`src/dmaabu_pkg.sv`:
```
// Behaviour
// - auto-buffering mode is picked by a transfer_mode_bit of one.
// - events need channel_interrupt_enable; interrupt_mode_bit adds half.
// - going up, half fires when the next address first exceeds halfway.
// - going down, half fires as the next address drops below halfway.
// - full fires on a wrap, to the base going up, to the top going down.
// - source and destination page registers hold a 7-bit page in bits 6:0.
// - reset clears both program page registers to page zero.
// - the reserved upper bits of both page registers always read as zero.
// - one shared pair of page registers serves every channel's accesses.
// - stepping never touches the page, so a 64K crossing stays in page.
// - the whole program space and I/O space are closed to the DMA.
// - port zero's receive and transmit words sit at data 0020 to 0023.
// - port one's receive and transmit words sit at data 0040 to 0043.
// - scratchpad 0060-007f and dual RAM 0080-3fff; other data reserved.
// - the map decode ignores the processor's three memory mode bits.
package dmaabu_pkg;

  // ****************************************
  // register offsets (byte addresses)
  // ****************************************
  localparam logic [7:0] OFF_SRC_PAGE = 8'h00;
  localparam logic [7:0] OFF_DST_PAGE = 8'h04;
  localparam logic [7:0] OFF_CONFIG = 8'h08;
  localparam logic [7:0] OFF_BASE = 8'h0c;
  localparam logic [7:0] OFF_SIZE = 8'h10;
  localparam logic [7:0] OFF_CURRENT = 8'h14;
  localparam logic [7:0] OFF_INDEX = 8'h18;
  localparam logic [7:0] OFF_STEP = 8'h1c;
  localparam logic [7:0] OFF_STATUS = 8'h20;

  // ****************************************
  // field layout and reset values
  // ****************************************
  localparam int PAGE_W = 7;
  localparam int ADDR_W = 16;
  localparam logic [PAGE_W-1:0] PAGE_RESET = 7'h00;
  localparam logic [ADDR_W-1:0] ADDR_RESET = 16'h0000;
  localparam int CFG_TRANSFER_MODE = 0;
  localparam int CFG_IRQ_ENABLE = 1;
  localparam int CFG_IRQ_MODE = 2;
  localparam int CFG_W = 3;
  localparam logic [CFG_W-1:0] CFG_RESET = 3'h0;
  localparam int STAT_HALF = 0;
  localparam int STAT_FULL = 1;

  // ****************************************
  // address spaces and data-space map
  // ****************************************
  localparam logic [1:0] SPACE_PROGRAM = 2'h0;
  localparam logic [1:0] SPACE_DATA = 2'h1;
  localparam logic [1:0] SPACE_IO = 2'h2;
  localparam logic [ADDR_W-1:0] PORT0_LO = 16'h0020;
  localparam logic [ADDR_W-1:0] PORT0_HI = 16'h0023;
  localparam logic [ADDR_W-1:0] PORT1_LO = 16'h0040;
  localparam logic [ADDR_W-1:0] PORT1_HI = 16'h0043;
  localparam logic [ADDR_W-1:0] SCRATCH_LO = 16'h0060;
  localparam logic [ADDR_W-1:0] SCRATCH_HI = 16'h007f;
  localparam logic [ADDR_W-1:0] DUAL_RAM_LO = 16'h0080;
  localparam logic [ADDR_W-1:0] DUAL_RAM_HI = 16'h3fff;

  typedef enum logic [2:0] {
    REGION_RESERVED,
    REGION_PORT0,
    REGION_PORT1,
    REGION_SCRATCH,
    REGION_DUAL_RAM
  } dmaabu_region_type;

endpackage : dmaabu_pkg

```
`src/dmaabu_top.sv`:
```
// The implementer's own choices: the address map and the APB interface to the registers.
`timescale 1ns/1ps
module dmaabu_top import dmaabu_pkg::*; (
  input wire logic clock_i,
  input wire logic resetn_i,
  input wire logic psel_i,
  input wire logic penable_i,
  input wire logic pwrite_i,
  input wire logic [7:0] paddr_i,
  input wire logic [31:0] pwdata_i,
  input wire logic [3:0] pstrb_i,
  output logic [31:0] prdata_o,
  output logic pready_o,
  output logic pslverr_o,
  input wire logic step_i,
  input wire logic [1:0] check_space_i,
  input wire logic [ADDR_W-1:0] check_addr_i,
  output logic check_allowed_o,
  output logic [ADDR_W-1:0] address_o,
  output logic [PAGE_W+ADDR_W-1:0] src_program_addr_o,
  output logic [PAGE_W+ADDR_W-1:0] dst_program_addr_o,
  output logic half_irq_o,
  output logic full_irq_o
);

  // ****************************************
  // apb slave
  // ****************************************

  function automatic logic mapped(input logic [7:0] a);
    mapped = (a == OFF_SRC_PAGE) || (a == OFF_DST_PAGE) ||
             (a == OFF_CONFIG) || (a == OFF_BASE) || (a == OFF_SIZE) ||
             (a == OFF_CURRENT) || (a == OFF_INDEX) ||
             (a == OFF_STEP) || (a == OFF_STATUS);
  endfunction : mapped

  // byte-lane merge of a 16-bit register
  function automatic logic [ADDR_W-1:0] merge16(
      input logic [ADDR_W-1:0] old, input logic [31:0] wd,
      input logic [3:0] strb);
    merge16 = {strb[1] ? wd[15:8] : old[15:8],
               strb[0] ? wd[7:0] : old[7:0]};
  endfunction : merge16

  logic pready_reg, pready_next;
  logic pslverr_reg, pslverr_next;
  logic [31:0] prdata_reg, prdata_next;
  logic [PAGE_W-1:0] src_page_reg, src_page_next;
  logic [PAGE_W-1:0] dst_page_reg, dst_page_next;
  logic [CFG_W-1:0] config_reg, config_next;
  logic [ADDR_W-1:0] base_reg, base_next;
  logic [ADDR_W-1:0] size_reg, size_next;
  logic [ADDR_W-1:0] index_reg, index_next;
  logic [ADDR_W-1:0] current_reg, current_next;
  logic half_reg, half_next;
  logic full_reg, full_next;
  logic allowed_reg, allowed_next;
  logic apb_commit, apb_wr, sw_step, step_fire;
  logic cur_write;
  dmaabu_region_type check_region;

  // one wait state: pready is a flop so that read data is too
  assign apb_commit = psel_i && penable_i && pready_reg;
  assign apb_wr = apb_commit && pwrite_i && mapped(paddr_i);
  assign sw_step = apb_wr && (paddr_i == OFF_STEP);
  assign cur_write = apb_wr && (paddr_i == OFF_CURRENT);
  // a software write of the address beats a step in the same cycle
  assign step_fire = (step_i || sw_step) && !cur_write;

  // read mux, answer and error flag for the access phase
  always_comb begin
    pready_next = psel_i && penable_i && !pready_reg;
    pslverr_next = psel_i && penable_i && !pready_reg && !mapped(paddr_i);
    prdata_next = 32'h0000_0000;
    if (psel_i && penable_i && !pready_reg && !pwrite_i) begin
      unique case (paddr_i)
        OFF_SRC_PAGE: prdata_next = {25'h0, src_page_reg};
        OFF_DST_PAGE: prdata_next = {25'h0, dst_page_reg};
        OFF_CONFIG: prdata_next = {29'h0, config_reg};
        OFF_BASE: prdata_next = {16'h0, base_reg};
        OFF_SIZE: prdata_next = {16'h0, size_reg};
        OFF_CURRENT: prdata_next = {16'h0, current_reg};
        OFF_INDEX: prdata_next = {16'h0, index_reg};
        OFF_STATUS: prdata_next = {30'h0, full_reg, half_reg};
        default: prdata_next = 32'h0000_0000;
      endcase
    end
  end

  // software-written registers
  always_comb begin
    src_page_next = src_page_reg;
    dst_page_next = dst_page_reg;
    config_next = config_reg;
    base_next = base_reg;
    size_next = size_reg;
    index_next = index_reg;
    if (apb_wr) begin
      unique case (paddr_i)
        OFF_SRC_PAGE: if (pstrb_i[0]) begin
          src_page_next = pwdata_i[PAGE_W-1:0];
        end
        OFF_DST_PAGE: if (pstrb_i[0]) begin
          dst_page_next = pwdata_i[PAGE_W-1:0];
        end
        OFF_CONFIG: if (pstrb_i[0]) begin
          config_next = pwdata_i[CFG_W-1:0];
        end
        OFF_BASE: base_next = merge16(base_reg, pwdata_i, pstrb_i);
        OFF_SIZE: size_next = merge16(size_reg, pwdata_i, pstrb_i);
        OFF_INDEX: index_next = merge16(index_reg, pwdata_i, pstrb_i);
        default: ;
      endcase
    end
  end

  // pages reset to zero and only software changes them
  always_ff @(posedge clock_i or negedge resetn_i) begin
    if (!resetn_i) begin
      pready_reg <= 1'b0;
      pslverr_reg <= 1'b0;
      prdata_reg <= 32'h0000_0000;
      src_page_reg <= PAGE_RESET;
      dst_page_reg <= PAGE_RESET;
      config_reg <= CFG_RESET;
      base_reg <= ADDR_RESET;
      size_reg <= ADDR_RESET;
      index_reg <= ADDR_RESET;
    end else begin
      pready_reg <= pready_next;
      pslverr_reg <= pslverr_next;
      prdata_reg <= prdata_next;
      src_page_reg <= src_page_next;
      dst_page_reg <= dst_page_next;
      config_reg <= config_next;
      base_reg <= base_next;
      size_reg <= size_next;
      index_reg <= index_next;
    end
  end

  // ****************************************
  // auto-buffer address stepping
  // ****************************************

  logic signed [ADDR_W+1:0] cand;
  logic signed [ADDR_W+1:0] lim_s, base_s, half_s, cur_s;
  logic [ADDR_W-1:0] limit, halfway;
  logic neg_index, wrap, cross_half, auto_buffering_mode, irq_en;

  assign auto_buffering_mode = config_reg[CFG_TRANSFER_MODE];
  assign irq_en = config_reg[CFG_IRQ_ENABLE];
  assign neg_index = index_reg[ADDR_W-1];
  assign limit = ADDR_W'(base_reg + size_reg - 16'h0001);
  assign halfway = ADDR_W'(base_reg + (size_reg >> 1));
  assign cur_s = $signed({2'b00, current_reg});
  assign base_s = $signed({2'b00, base_reg});
  assign lim_s = $signed({2'b00, limit});
  assign half_s = $signed({2'b00, halfway});
  assign cand = cur_s + $signed({{2{index_reg[ADDR_W-1]}}, index_reg});

  // wrap and half detection from the computed next address
  always_comb begin
    wrap = neg_index ? (cand < base_s) : (cand > lim_s);
    if (neg_index) begin
      cross_half = (cur_s >= half_s) && (cand < half_s);
    end else begin
      cross_half = (cur_s <= half_s) && (cand > half_s);
    end
    cross_half = cross_half && !wrap;
  end

  // next address and events; the page never takes a carry
  always_comb begin
    current_next = current_reg;
    half_next = 1'b0;
    full_next = 1'b0;
    if (cur_write) begin
      current_next = merge16(current_reg, pwdata_i, pstrb_i);
    end else if (step_fire && size_reg != ADDR_RESET) begin
      if (wrap) begin
        current_next = neg_index ? limit : base_reg;
      end else begin
        current_next = cand[ADDR_W-1:0]; // 64K wrap in page
      end
      // only auto-buffer mode with enable set raises events
      full_next = wrap && auto_buffering_mode && irq_en;
      half_next = cross_half && auto_buffering_mode && irq_en &&
                  config_reg[CFG_IRQ_MODE];
    end
  end

  // address and event pulses, registered
  always_ff @(posedge clock_i or negedge resetn_i) begin
    if (!resetn_i) begin
      current_reg <= ADDR_RESET;
      half_reg <= 1'b0;
      full_reg <= 1'b0;
    end else begin
      current_reg <= current_next;
      half_reg <= half_next;
      full_reg <= full_next;
    end
  end

  // ****************************************
  // reach check and program addresses
  // ****************************************

  dmaabu_map_decode u_map (
    .space_i(check_space_i),
    .addr_i(check_addr_i),
    .region_o(check_region)
  );

  always_comb begin
    allowed_next = (check_region != REGION_RESERVED);
  end

  // reach answer one cycle after the query
  always_ff @(posedge clock_i or negedge resetn_i) begin
    if (!resetn_i) begin
      allowed_reg <= 1'b0;
    end else begin
      allowed_reg <= allowed_next;
    end
  end

  assign pready_o = pready_reg;
  assign pslverr_o = pslverr_reg;
  assign prdata_o = prdata_reg;
  assign check_allowed_o = allowed_reg;
  assign address_o = current_reg;
  assign half_irq_o = half_reg;
  assign full_irq_o = full_reg;
  // shared pages ahead of the stepped address, every channel
  assign src_program_addr_o = {src_page_reg, current_reg};
  assign dst_program_addr_o = {dst_page_reg, current_reg};

  // ****************************************
  // checks
  // ****************************************

  logic step_ok;
  assign step_ok = step_fire && size_reg != ADDR_RESET;
endmodule : dmaabu_top

```
`src/dmaabu_map_decode.sv`:
```
`timescale 1ns/1ps
module dmaabu_map_decode import dmaabu_pkg::*; (
  input wire logic [1:0] space_i,
  input wire logic [ADDR_W-1:0] addr_i,
  output dmaabu_region_type region_o
);

  // ****************************************
  // dma reach decode
  // ****************************************

  function automatic logic in_range(input logic [ADDR_W-1:0] a,
                                    input logic [ADDR_W-1:0] lo,
                                    input logic [ADDR_W-1:0] hi);
    in_range = (a >= lo) && (a <= hi);
  endfunction : in_range

  // no processor mode bit enters here: the map is fixed
  always_comb begin
    region_o = REGION_RESERVED; // program and io spaces
    if (space_i == SPACE_DATA) begin
      if (in_range(addr_i, PORT0_LO, PORT0_HI)) begin
        region_o = REGION_PORT0;
      end else if (in_range(addr_i, PORT1_LO, PORT1_HI)) begin
        region_o = REGION_PORT1;
      end else if (in_range(addr_i, SCRATCH_LO, SCRATCH_HI)) begin
        region_o = REGION_SCRATCH;
      end else if (in_range(addr_i, DUAL_RAM_LO, DUAL_RAM_HI)) begin
        region_o = REGION_DUAL_RAM;
      end
    end
  end

endmodule : dmaabu_map_decode

```
`config.mk`:
```
export PLATFORM = sky130hd
export DESIGN_NAME = dmaabu_top
export DESIGN_NICKNAME = d
export VERILOG_FILES = /design/src/dmaabu_pkg.sv /design/src/dmaabu_top.sv /design/src/dmaabu_map_decode.sv
export SDC_FILE = /design/constraint.sdc
export NUM_CORES = 1
export LEC_CHECK = 0
export BUFFER_PORTS_ARGS = -buffer_cell sky130_fd_sc_hd__buf_4
export CORE_ASPECT_RATIO = 0.8
export CORE_MARGIN = 2
export CORE_UTILIZATION = 38
export DETAILED_ROUTE_END_ITERATION = 16
export PLACE_DENSITY_LB_ADDON = 0.15
export SYNTH_ARGS = -nofsm -noshare
export SYNTH_HDL_FRONTEND = slang
export SYNTH_SLANG_ARGS = --single-unit
```
`constraint.sdc`:
```
create_clock -name clock_i -period 4.7 [get_ports clock_i]
set_clock_uncertainty 0.1 [all_clocks]
set_input_delay 0.235 -clock clock_i [delete_from_list [all_inputs] [get_ports clock_i]]
set_output_delay 0.235 -clock clock_i [all_outputs]
set_load 0.01 [all_outputs]
```
**Word-level counts from Yosys, hierarchy flattened**

Cells that the tools add are included.

- Flip-flop bits (word level): 118
- Latch bits: 0
- Bits in writable memories: 0
- ROM bits: 0
- Bits of input ports: 68
- Memories: 0

- Add/sub/neg operators: 4
- Multiply operators: 0
- Divide/modulo/power cells: 0
- Order comparisons: 14
- Equal/unequal tests: 11
- Shift-type cells: 0
- Multiplexer cells: 19
- Bitwise logic cells: 0
- Reduce and logical (&&, ||, !) cells: 52

Operator list:

| kind | count |
|---|---|
| $pmux W16 S8 | 1 |
| $mux W16 | 4 |
| $gt A18 B17 Y1 | 2 |
| $lt A18 B17 Y1 | 2 |
| $eq A8 B5 Y1 const B | 4 |
| $ge A16 B7 Y1 const B | 2 |
| $le A16 B7 Y1 const B | 2 |
| $mux W32 | 1 |
| $reduce_and A3 Y1 | 9 |
| $logic_and A1 B1 Y1 | 23 |
| $add A17 B16 Y18 | 1 |
| $add A16 B15 Y16 | 1 |
| $add A16 B16 Y16 | 1 |
| $eq A8 B4 Y1 const B | 2 |
| $ge A16 B16 Y1 | 1 |
| $ge A16 B6 Y1 const B | 1 |
| $ge A16 B8 Y1 const B | 1 |
| $le A16 B14 Y1 const B | 1 |
| $le A16 B16 Y1 | 1 |
| $le A16 B6 Y1 const B | 1 |
| $mux W8 | 2 |
| $reduce_bool A16 Y1 | 1 |
| $sub A16 B1 Y16 const B | 1 |
| $mux W3 | 5 |
| other kinds (11) | 30 |

**Depth between registers and ports, before layout**

- Word-level depth: 16
- Depth in mapped cells: 23

**By module**

A second synthesis with hierarchy kept.

- Cell total of the unflattened synthesis: 1,065
- Area total of the unflattened synthesis: 9,390.3 sq um

Modules (own cells, without submodules):

| module | times used | cells an instance | area each (sq um) |
|---|---|---|---|
| dmaabu_top | 1 | 1,055 | 9,313.9 |
| dmaabu_map_decode | 1 | 10 | 76.3 |

**Worst setup path before layout**

No wires, ideal clock.

- Kind: register to register
- From: register base_reg[1]
- To: register current_reg[10], in the netlist address_o[10]
- Library setup time: 0.126 ns
- Data arrival time: 4.832 ns
- Required time: 4.474 ns
- Setup slack: -0.358 ns
- Stages on the path, launching flop included: 22
- Buffers on the path: 1
- Clock period less this slack: 5.058 ns
- Path through: dfrtp_1 inv_1 ha_1 inv_1 ha_1 fa_1 a211oi_1 o21bai_1 nand2_1 a31oi_1 a21o_1 a21oi_1 xnor2_1 xnor2_1 ha_1 nand3_1 or4_1 or4_1 a31o_1 buf_6 mux2_4 a221o_1

- Longest elaborated chain between the ends: 7
- Elaborated cells between the ends (all ways): 9

RTL lines:

| element | line | text |
|---|---|---|
| start, declared | dmaabu_top.sv:51 | `logic [ADDR_W-1:0] base_reg, base_next;` |
| start signal, assigned | dmaabu_top.sv:136 | `base_reg <= base_next;` |
| $add A16 B16 Y16 | dmaabu_top.sv:154 | `assign limit = ADDR_W'(base_reg + size_reg - 16'h0001);` |
| $sub A16 B1 Y16 | dmaabu_top.sv:154 |  |
| $gt A18 B17 Y1 | dmaabu_top.sv:164 | `wrap = neg_index ? (cand < base_s) : (cand > lim_s);` |
| $mux W1 | dmaabu_top.sv:164 |  |
| $mux W16 (*) | dmaabu_top.sv:181 | `if (wrap) begin` |
| $mux W16 (*) | dmaabu_top.sv:180 | `end else if (step_fire && size_reg != ADDR_RESET) begin` |
| $mux W16 (*) | dmaabu_top.sv:178 | `if (cur_write) begin` |
| end signal, assigned | dmaabu_top.sv:200 | `current_reg <= current_next;` |
| end, declared | dmaabu_top.sv:54 | `logic [ADDR_W-1:0] current_reg, current_next;` |

Mark *: on every way between the ends. The rest lies on a longest branch, timed or not. The select of a mux whose other input is x is not followed.
A chain may end at the register's enable or synchronous reset.

**Worst setup path in the final report**

- From: register size_reg[1]
- To: register half_reg, in the netlist half_irq_o

- Longest elaborated chain between the ends: 11
- Elaborated cells between the ends (all ways): 21

RTL lines:

| element | line | text |
|---|---|---|
| start, declared | dmaabu_top.sv:52 | `logic [ADDR_W-1:0] size_reg, size_next;` |
| start signal, assigned | dmaabu_top.sv:137 | `size_reg <= size_next;` |
| $add A16 B16 Y16 | dmaabu_top.sv:154 |  |
| $sub A16 B1 Y16 | dmaabu_top.sv:154 |  |
| $gt A18 B17 Y1 | dmaabu_top.sv:164 |  |
| $mux W1 | dmaabu_top.sv:164 |  |
| $logic_not A1 Y1 | dmaabu_top.sv:170 | `cross_half = cross_half && !wrap;` |
| $logic_and A1 B1 Y1 | dmaabu_top.sv:170 |  |
| $logic_and A1 B1 Y1 (3 in a row) | dmaabu_top.sv:188 | `half_next = cross_half && auto_buffering_mode && irq_en &&` |
| $mux W1 (*) | dmaabu_top.sv:180 |  |
| $mux W1 (*) | dmaabu_top.sv:178 |  |
| named net half_next | dmaabu_top.sv:55 | `logic half_reg, half_next;` |
| end signal, assigned | dmaabu_top.sv:201 | `half_reg <= half_next;` |
| end, declared | dmaabu_top.sv:55 |  |

Mark *: on every way through the listed nets, which the timed path passes. The rest lies on a longest branch.

==> metrics.txt <==
# TYPE chip_impl_metric gauge
chip_impl_metric{name="placement.setup.worst_slack",unit="ns"} -0.182
chip_impl_metric{name="mappedNetlistArea",unit="mm^2"} 0.00914
chip_impl_metric{name="effective_utilization_at_floorplan",unit="%"} 38.8
chip_impl_metric{name="synth.top_cell.area_share",unit="%"} 27.9
chip_impl_metric{name="total_clock_sinks",unit=""} 102
chip_impl_metric{name="drive_gt1_share",unit="%"} 30.8
chip_impl_metric{name="crit_fanout",unit=""} 3
chip_impl_info{name="hold_start",value="pwdata_i[14]"} 1
chip_impl_metric{name="clk_transition_reported_paths",unit="ns"} 0.08
chip_impl_metric{name="n_antenna_cell",unit=""} 0
chip_impl_metric{name="routed_wl_per_cell",unit="um"} 20.1
chip_impl_metric{name="gp_routability_congestion",unit=""} 0.887
chip_impl_metric{name="intPower",unit="W"} 0.00138
chip_impl_metric{name="share_comb_of_total_power",unit="%"} 10.0
chip_impl_metric{name="yosysWarningCount",unit=""} 0
chip_impl_info{name="crit_path_start_kind",value="flip-flop"} 1
chip_impl_info{name="synth-main-ff-cell",value="dfrtp_1"} 1
chip_impl_metric{name="ir_drop",unit="mV"} 0.175
chip_impl_metric{name="power_per_cell_area",unit="mW/mm^2"} 160
chip_impl_metric{name="worst_ep_arrival_time",unit="ns"} 4.89
chip_impl_metric{name="finalInstanceArea",unit="mm^2"} 0.0118
chip_impl_metric{name="post-route-drc-count",unit=""} 0
chip_impl_metric{name="dp_hpwl",unit="mm"} 25.1
chip_impl_metric{name="place.detailed.instances",unit=""} 1539
chip_impl_info{name="timing.setup.critical_path_class",value="flip-flop to flip-flop"} 1
chip_impl_metric{name="final_period_demand_of_the_worst_path",unit="ns"} 4.75
chip_impl_metric{name="timing.max_cap.violations",unit=""} 0
chip_impl_info{name="worst_r2r_startpoint",value="size_reg[1]"} 1
chip_impl_metric{name="route.final.wire_length",unit="mm"} 31.6
chip_impl_metric{name="vias_per_cell",unit=""} 5.51
chip_impl_info{name="result_of_the_run",value="finished with violations"} 1
chip_impl_metric{name="postSynthAreaPerCell",unit="um^2"} 8.86
chip_impl_metric{name="grt_max_degree",unit=""} 55
chip_impl_metric{name="die_h",unit="um"} 143
chip_impl_metric{name="slew_headroom",unit="%"} 21.7
chip_impl_metric{name="setup_viol",unit=""} 2
chip_impl_info{name="worstHoldEndpoint",value="size_reg[14]"} 1
chip_impl_metric{name="design.die.area",unit="mm^2"} 0.0253
chip_impl_metric{name="sw_frac_of_total",unit="%"} 26.7
chip_impl_metric{name="grt_antenna_before_repair",unit=""} 0
chip_impl_metric{name="synth_enable_flop_cells",unit=""} 0
chip_impl_metric{name="fin_crit_sh",unit="%"} 101
chip_impl_info{name="timing.rr.end",value="half_irq_o"} 1
chip_impl_metric{name="synth_seq_area_share",unit="%"} 27.9
chip_impl_metric{name="slew_viol_final",unit=""} 0
chip_impl_metric{name="worst_hold_path.num_cells",unit=""} 3
chip_impl_metric{name="port-buffer-count",unit=""} 130
chip_impl_metric{name="die_x",unit="um"} 177
chip_impl_metric{name="sequential_power_share",unit="%"} 46.9
chip_impl_metric{name="number_of_buffers_created_by_cts",unit=""} 9
chip_impl_metric{name="core.rowCount",unit=""} 50
chip_impl_metric{name="vias",unit=""} 8654
chip_impl_metric{name="clock_power_share",unit="%"} 43.0
chip_impl_metric{name="io_pins",unit=""} 167
chip_impl_metric{name="fin_nets",unit=""} 1439
chip_impl_metric{name="post_dp_cell_area",unit="mm^2"} 0.0111
chip_impl_metric{name="vias_in_the_first_global_route",unit=""} 8238
chip_impl_info{name="tritoncts",value="built"} 1
chip_impl_metric{name="required",unit="ns"} 4.83
chip_impl_metric{name="synth_cell_type_count",unit=""} 78
chip_impl_info{name="hold_path.class",value="input pin to flip-flop"} 1
chip_impl_metric{name="r2r_setup_slack",unit="ns"} -0.05
chip_impl_metric{name="cts.path.max_buffers",unit=""} 2
chip_impl_metric{name="p_switching",unit="W"} 0.000502
chip_impl_metric{name="detail_route.iter0.violations",unit=""} 674
chip_impl_metric{name="worst_skew_pair.late_latency",unit="ns"} 0.36
chip_impl_info{name="critPathCaptureType",value="flip-flop"} 1
chip_impl_metric{name="tightestPinTransition",unit="ns"} 1.17
chip_impl_metric{name="cts_max_level",unit=""} 3
chip_impl_info{name="synth_top_area_cell",value="dfrtp_1"} 1
chip_impl_metric{name="wire_length_of_the_first_global_routing_pass",unit="mm"} 48.0
chip_impl_metric{name="ys_seq_elements",unit=""} 102
chip_impl_info{name="post_synth_main_area_contributors",value="dfrtp_1 28%, ha_1 15%, mux2i_1 4.6%"} 1
chip_impl_metric{name="setup_ws_final",unit="ns"} -0.0542
chip_impl_metric{name="globalRoute.totalOverflow",unit=""} 0
chip_impl_metric{name="ant_nets",unit=""} 0
chip_impl_metric{name="r2r.worst_path.cells",unit=""} 20
chip_impl_metric{name="coreArea",unit="mm^2"} 0.0235
chip_impl_metric{name="max_freq",unit="GHz"} 0.210
chip_impl_metric{name="finish.cell_count_without_fillers",unit=""} 1572
chip_impl_metric{name="detailedRoute.firstPassIterationCount",unit=""} 5
chip_impl_info{name="rsz0062_at_grt",value="yes"} 1
chip_impl_metric{name="final.fill_count",unit=""} 2291
chip_impl_metric{name="areaGrowthSynthToFinish",unit="%"} 28.9
chip_impl_metric{name="async_flop_share",unit="%"} 100
chip_impl_info{name="failed_checks",value="setup timing"} 1
chip_impl_metric{name="globalRouteTotalUtil",unit="%"} 25.0
chip_impl_metric{name="leakagePower",unit="nW"} 5.80
chip_impl_metric{name="netlist_instances",unit=""} 1031
chip_impl_info{name="clockRootBuffer",value="clkbuf_16"} 1
chip_impl_metric{name="hold_viol_final",unit=""} 0
## logic make-up after synthesis
logic type	count (synthesis)	share of synthesized area, %
buffers and inverters	167	8.94
XOR/XNOR	44	4.30
flip-flops	102	27.9
other	1	0.0410
AND/OR/NAND/NOR	240	13.2
adder cells (fa/ha/maj)	120	16.6
multiplexers	78	9.08
AO/OA/AOI/OAI	279	19.9
## power groups by stage
stage / clock network, W / logic, W / registers, W
4_1_cts: 0.000814 / 0.000183 / 0.000883
3_5_place_dp: 0 / 0.000177 / 0.000901
6_report: 0.000810 / 0.000189 / 0.000883
2_1_floorplan: 0 / 0.0000880 / 0.000902
5_1_grt: 0.000850 / 0.000204 / 0.000884
3_3_place_gp: 0 / 0.000176 / 0.000901
## per-stage QoR
| step | power, W | utilization [%] | hold slack [ns] | setup TNS [ns] |
|---|---|---|---|---|
| after CTS | 0.00188 | 49.1 | 0.00660 | -0.171 |
| after floorplan | 0.000990 | - | -0.161 | -0.0396 |
| after global placement | 0.00108 | 47.1 | 0.203 | -0.308 |
| after global routing | 0.00194 | 50.1 | 0.0286 | -2.11 |
| after detailed placement | 0.00108 | 47.1 | 0.203 | -1.22 |
| final | 0.00188 | 50.1 | 0.0175 | -0.0978 |
## cell usage in the layout, fill, tap and decap left out, types with 11 or more instances in the layout
cell type	Yosys	layout
dfrtp_1	102	102
xnor2_1	28	27
ha_1	113	105
mux2_2	34	34
a21oi_1	67	61
nor2_1	55	55
nand2_1	71	70
nor4_1	12	11
conb_1	1	16
xor2_1	15	15
o21ai_0	64	63
nand4_1	15	15
nor3_1	17	16
inv_1	89	81
a31oi_1	15	14
nor2b_1	11	11
nand3_1	12	12
o22ai_1	13	13
a21o_1	24	24
o21a_1	14	14
buf_4	48	269
mux2i_1	42	41
## layout make-up
cell class              instances  area [um^2]  share of cell area, %
clock buffers                   9          225                   1.91
inverters                      89          334                   2.84
flip-flops and latches        102         2550                   21.7
clock inverters                 7         82.6                  0.701
well taps                     312          390                   3.31
multi-input cells             777         6090                   51.7
repair buffers                276         2100                   17.8
## per-layer routing
| metal | global-route usage (%) | up-vias | wire length (um) |
|---|---|---|---|
| li1 | - | 4144 | - |
| met1 | 38.8 | 4147 | 15700 |
| met2 | 35.3 | 339 | 12800 |
| met3 | 5.56 | 24 | 2740 |
| met4 | 4.44 | 0 | 369 |
| met5 | 0 | - | 0 |
## repair_timing
item                       CTS  global route
buffers inserted             7             7
hold endpoints to repair    49             0
pin swaps                   16            22
setup endpoints to repair   16            18
hold buffers                 3             0
resized for setup           17            32
## worst max-delay path by stage
stage                            start             to  slack, ns
after floorplan            base_reg[1]  address_o[10]      -0.04
after global placement    base_reg[10]     half_irq_o      -0.10
after detailed placement   size_reg[1]     half_irq_o      -0.18
after CTS                  size_reg[1]  address_o[13]      -0.07
after global routing       base_reg[8]  address_o[10]      -0.23
final                      size_reg[1]     half_irq_o      -0.05
## cell usage after synthesis (12+ instances only)
master	instances
nand3_1	12
buf_4	48
clkbuf_1	25
mux2i_1	42
ha_1	113
o21ai_0	64
dfrtp_1	102
xnor2_1	28
o22ai_1	13
a21o_1	24
mux2_2	34
nand2_1	71
a21oi_1	67
o21a_1	14
a31oi_1	15
inv_1	89
nor4_1	12
nor2_1	55
nand4_1	15
nor3_1	17
xor2_1	15
## worst max-delay path, stage by stage (launching register included)
cell and delay [ns]:
dfrtp_1 0.40, buf_4 0.17, ha_1 0.21, fa_2 0.37, a21oi_2 0.15, o21ai_0 0.14
a2111oi_1 0.43, buf_4 0.20, o41ai_2 0.09, a21oi_1 0.22, buf_4 0.14, o21bai_1 0.05
a21oi_1 0.18, xor2_1 0.09, buf_4 0.15, ha_1 0.30, nand4_1 0.08, or4_4 0.50
o221ai_2 0.15, mux2i_1 0.41, nor4b_4 0.09
No activity file was read; power rests on OpenSTA's default activity.
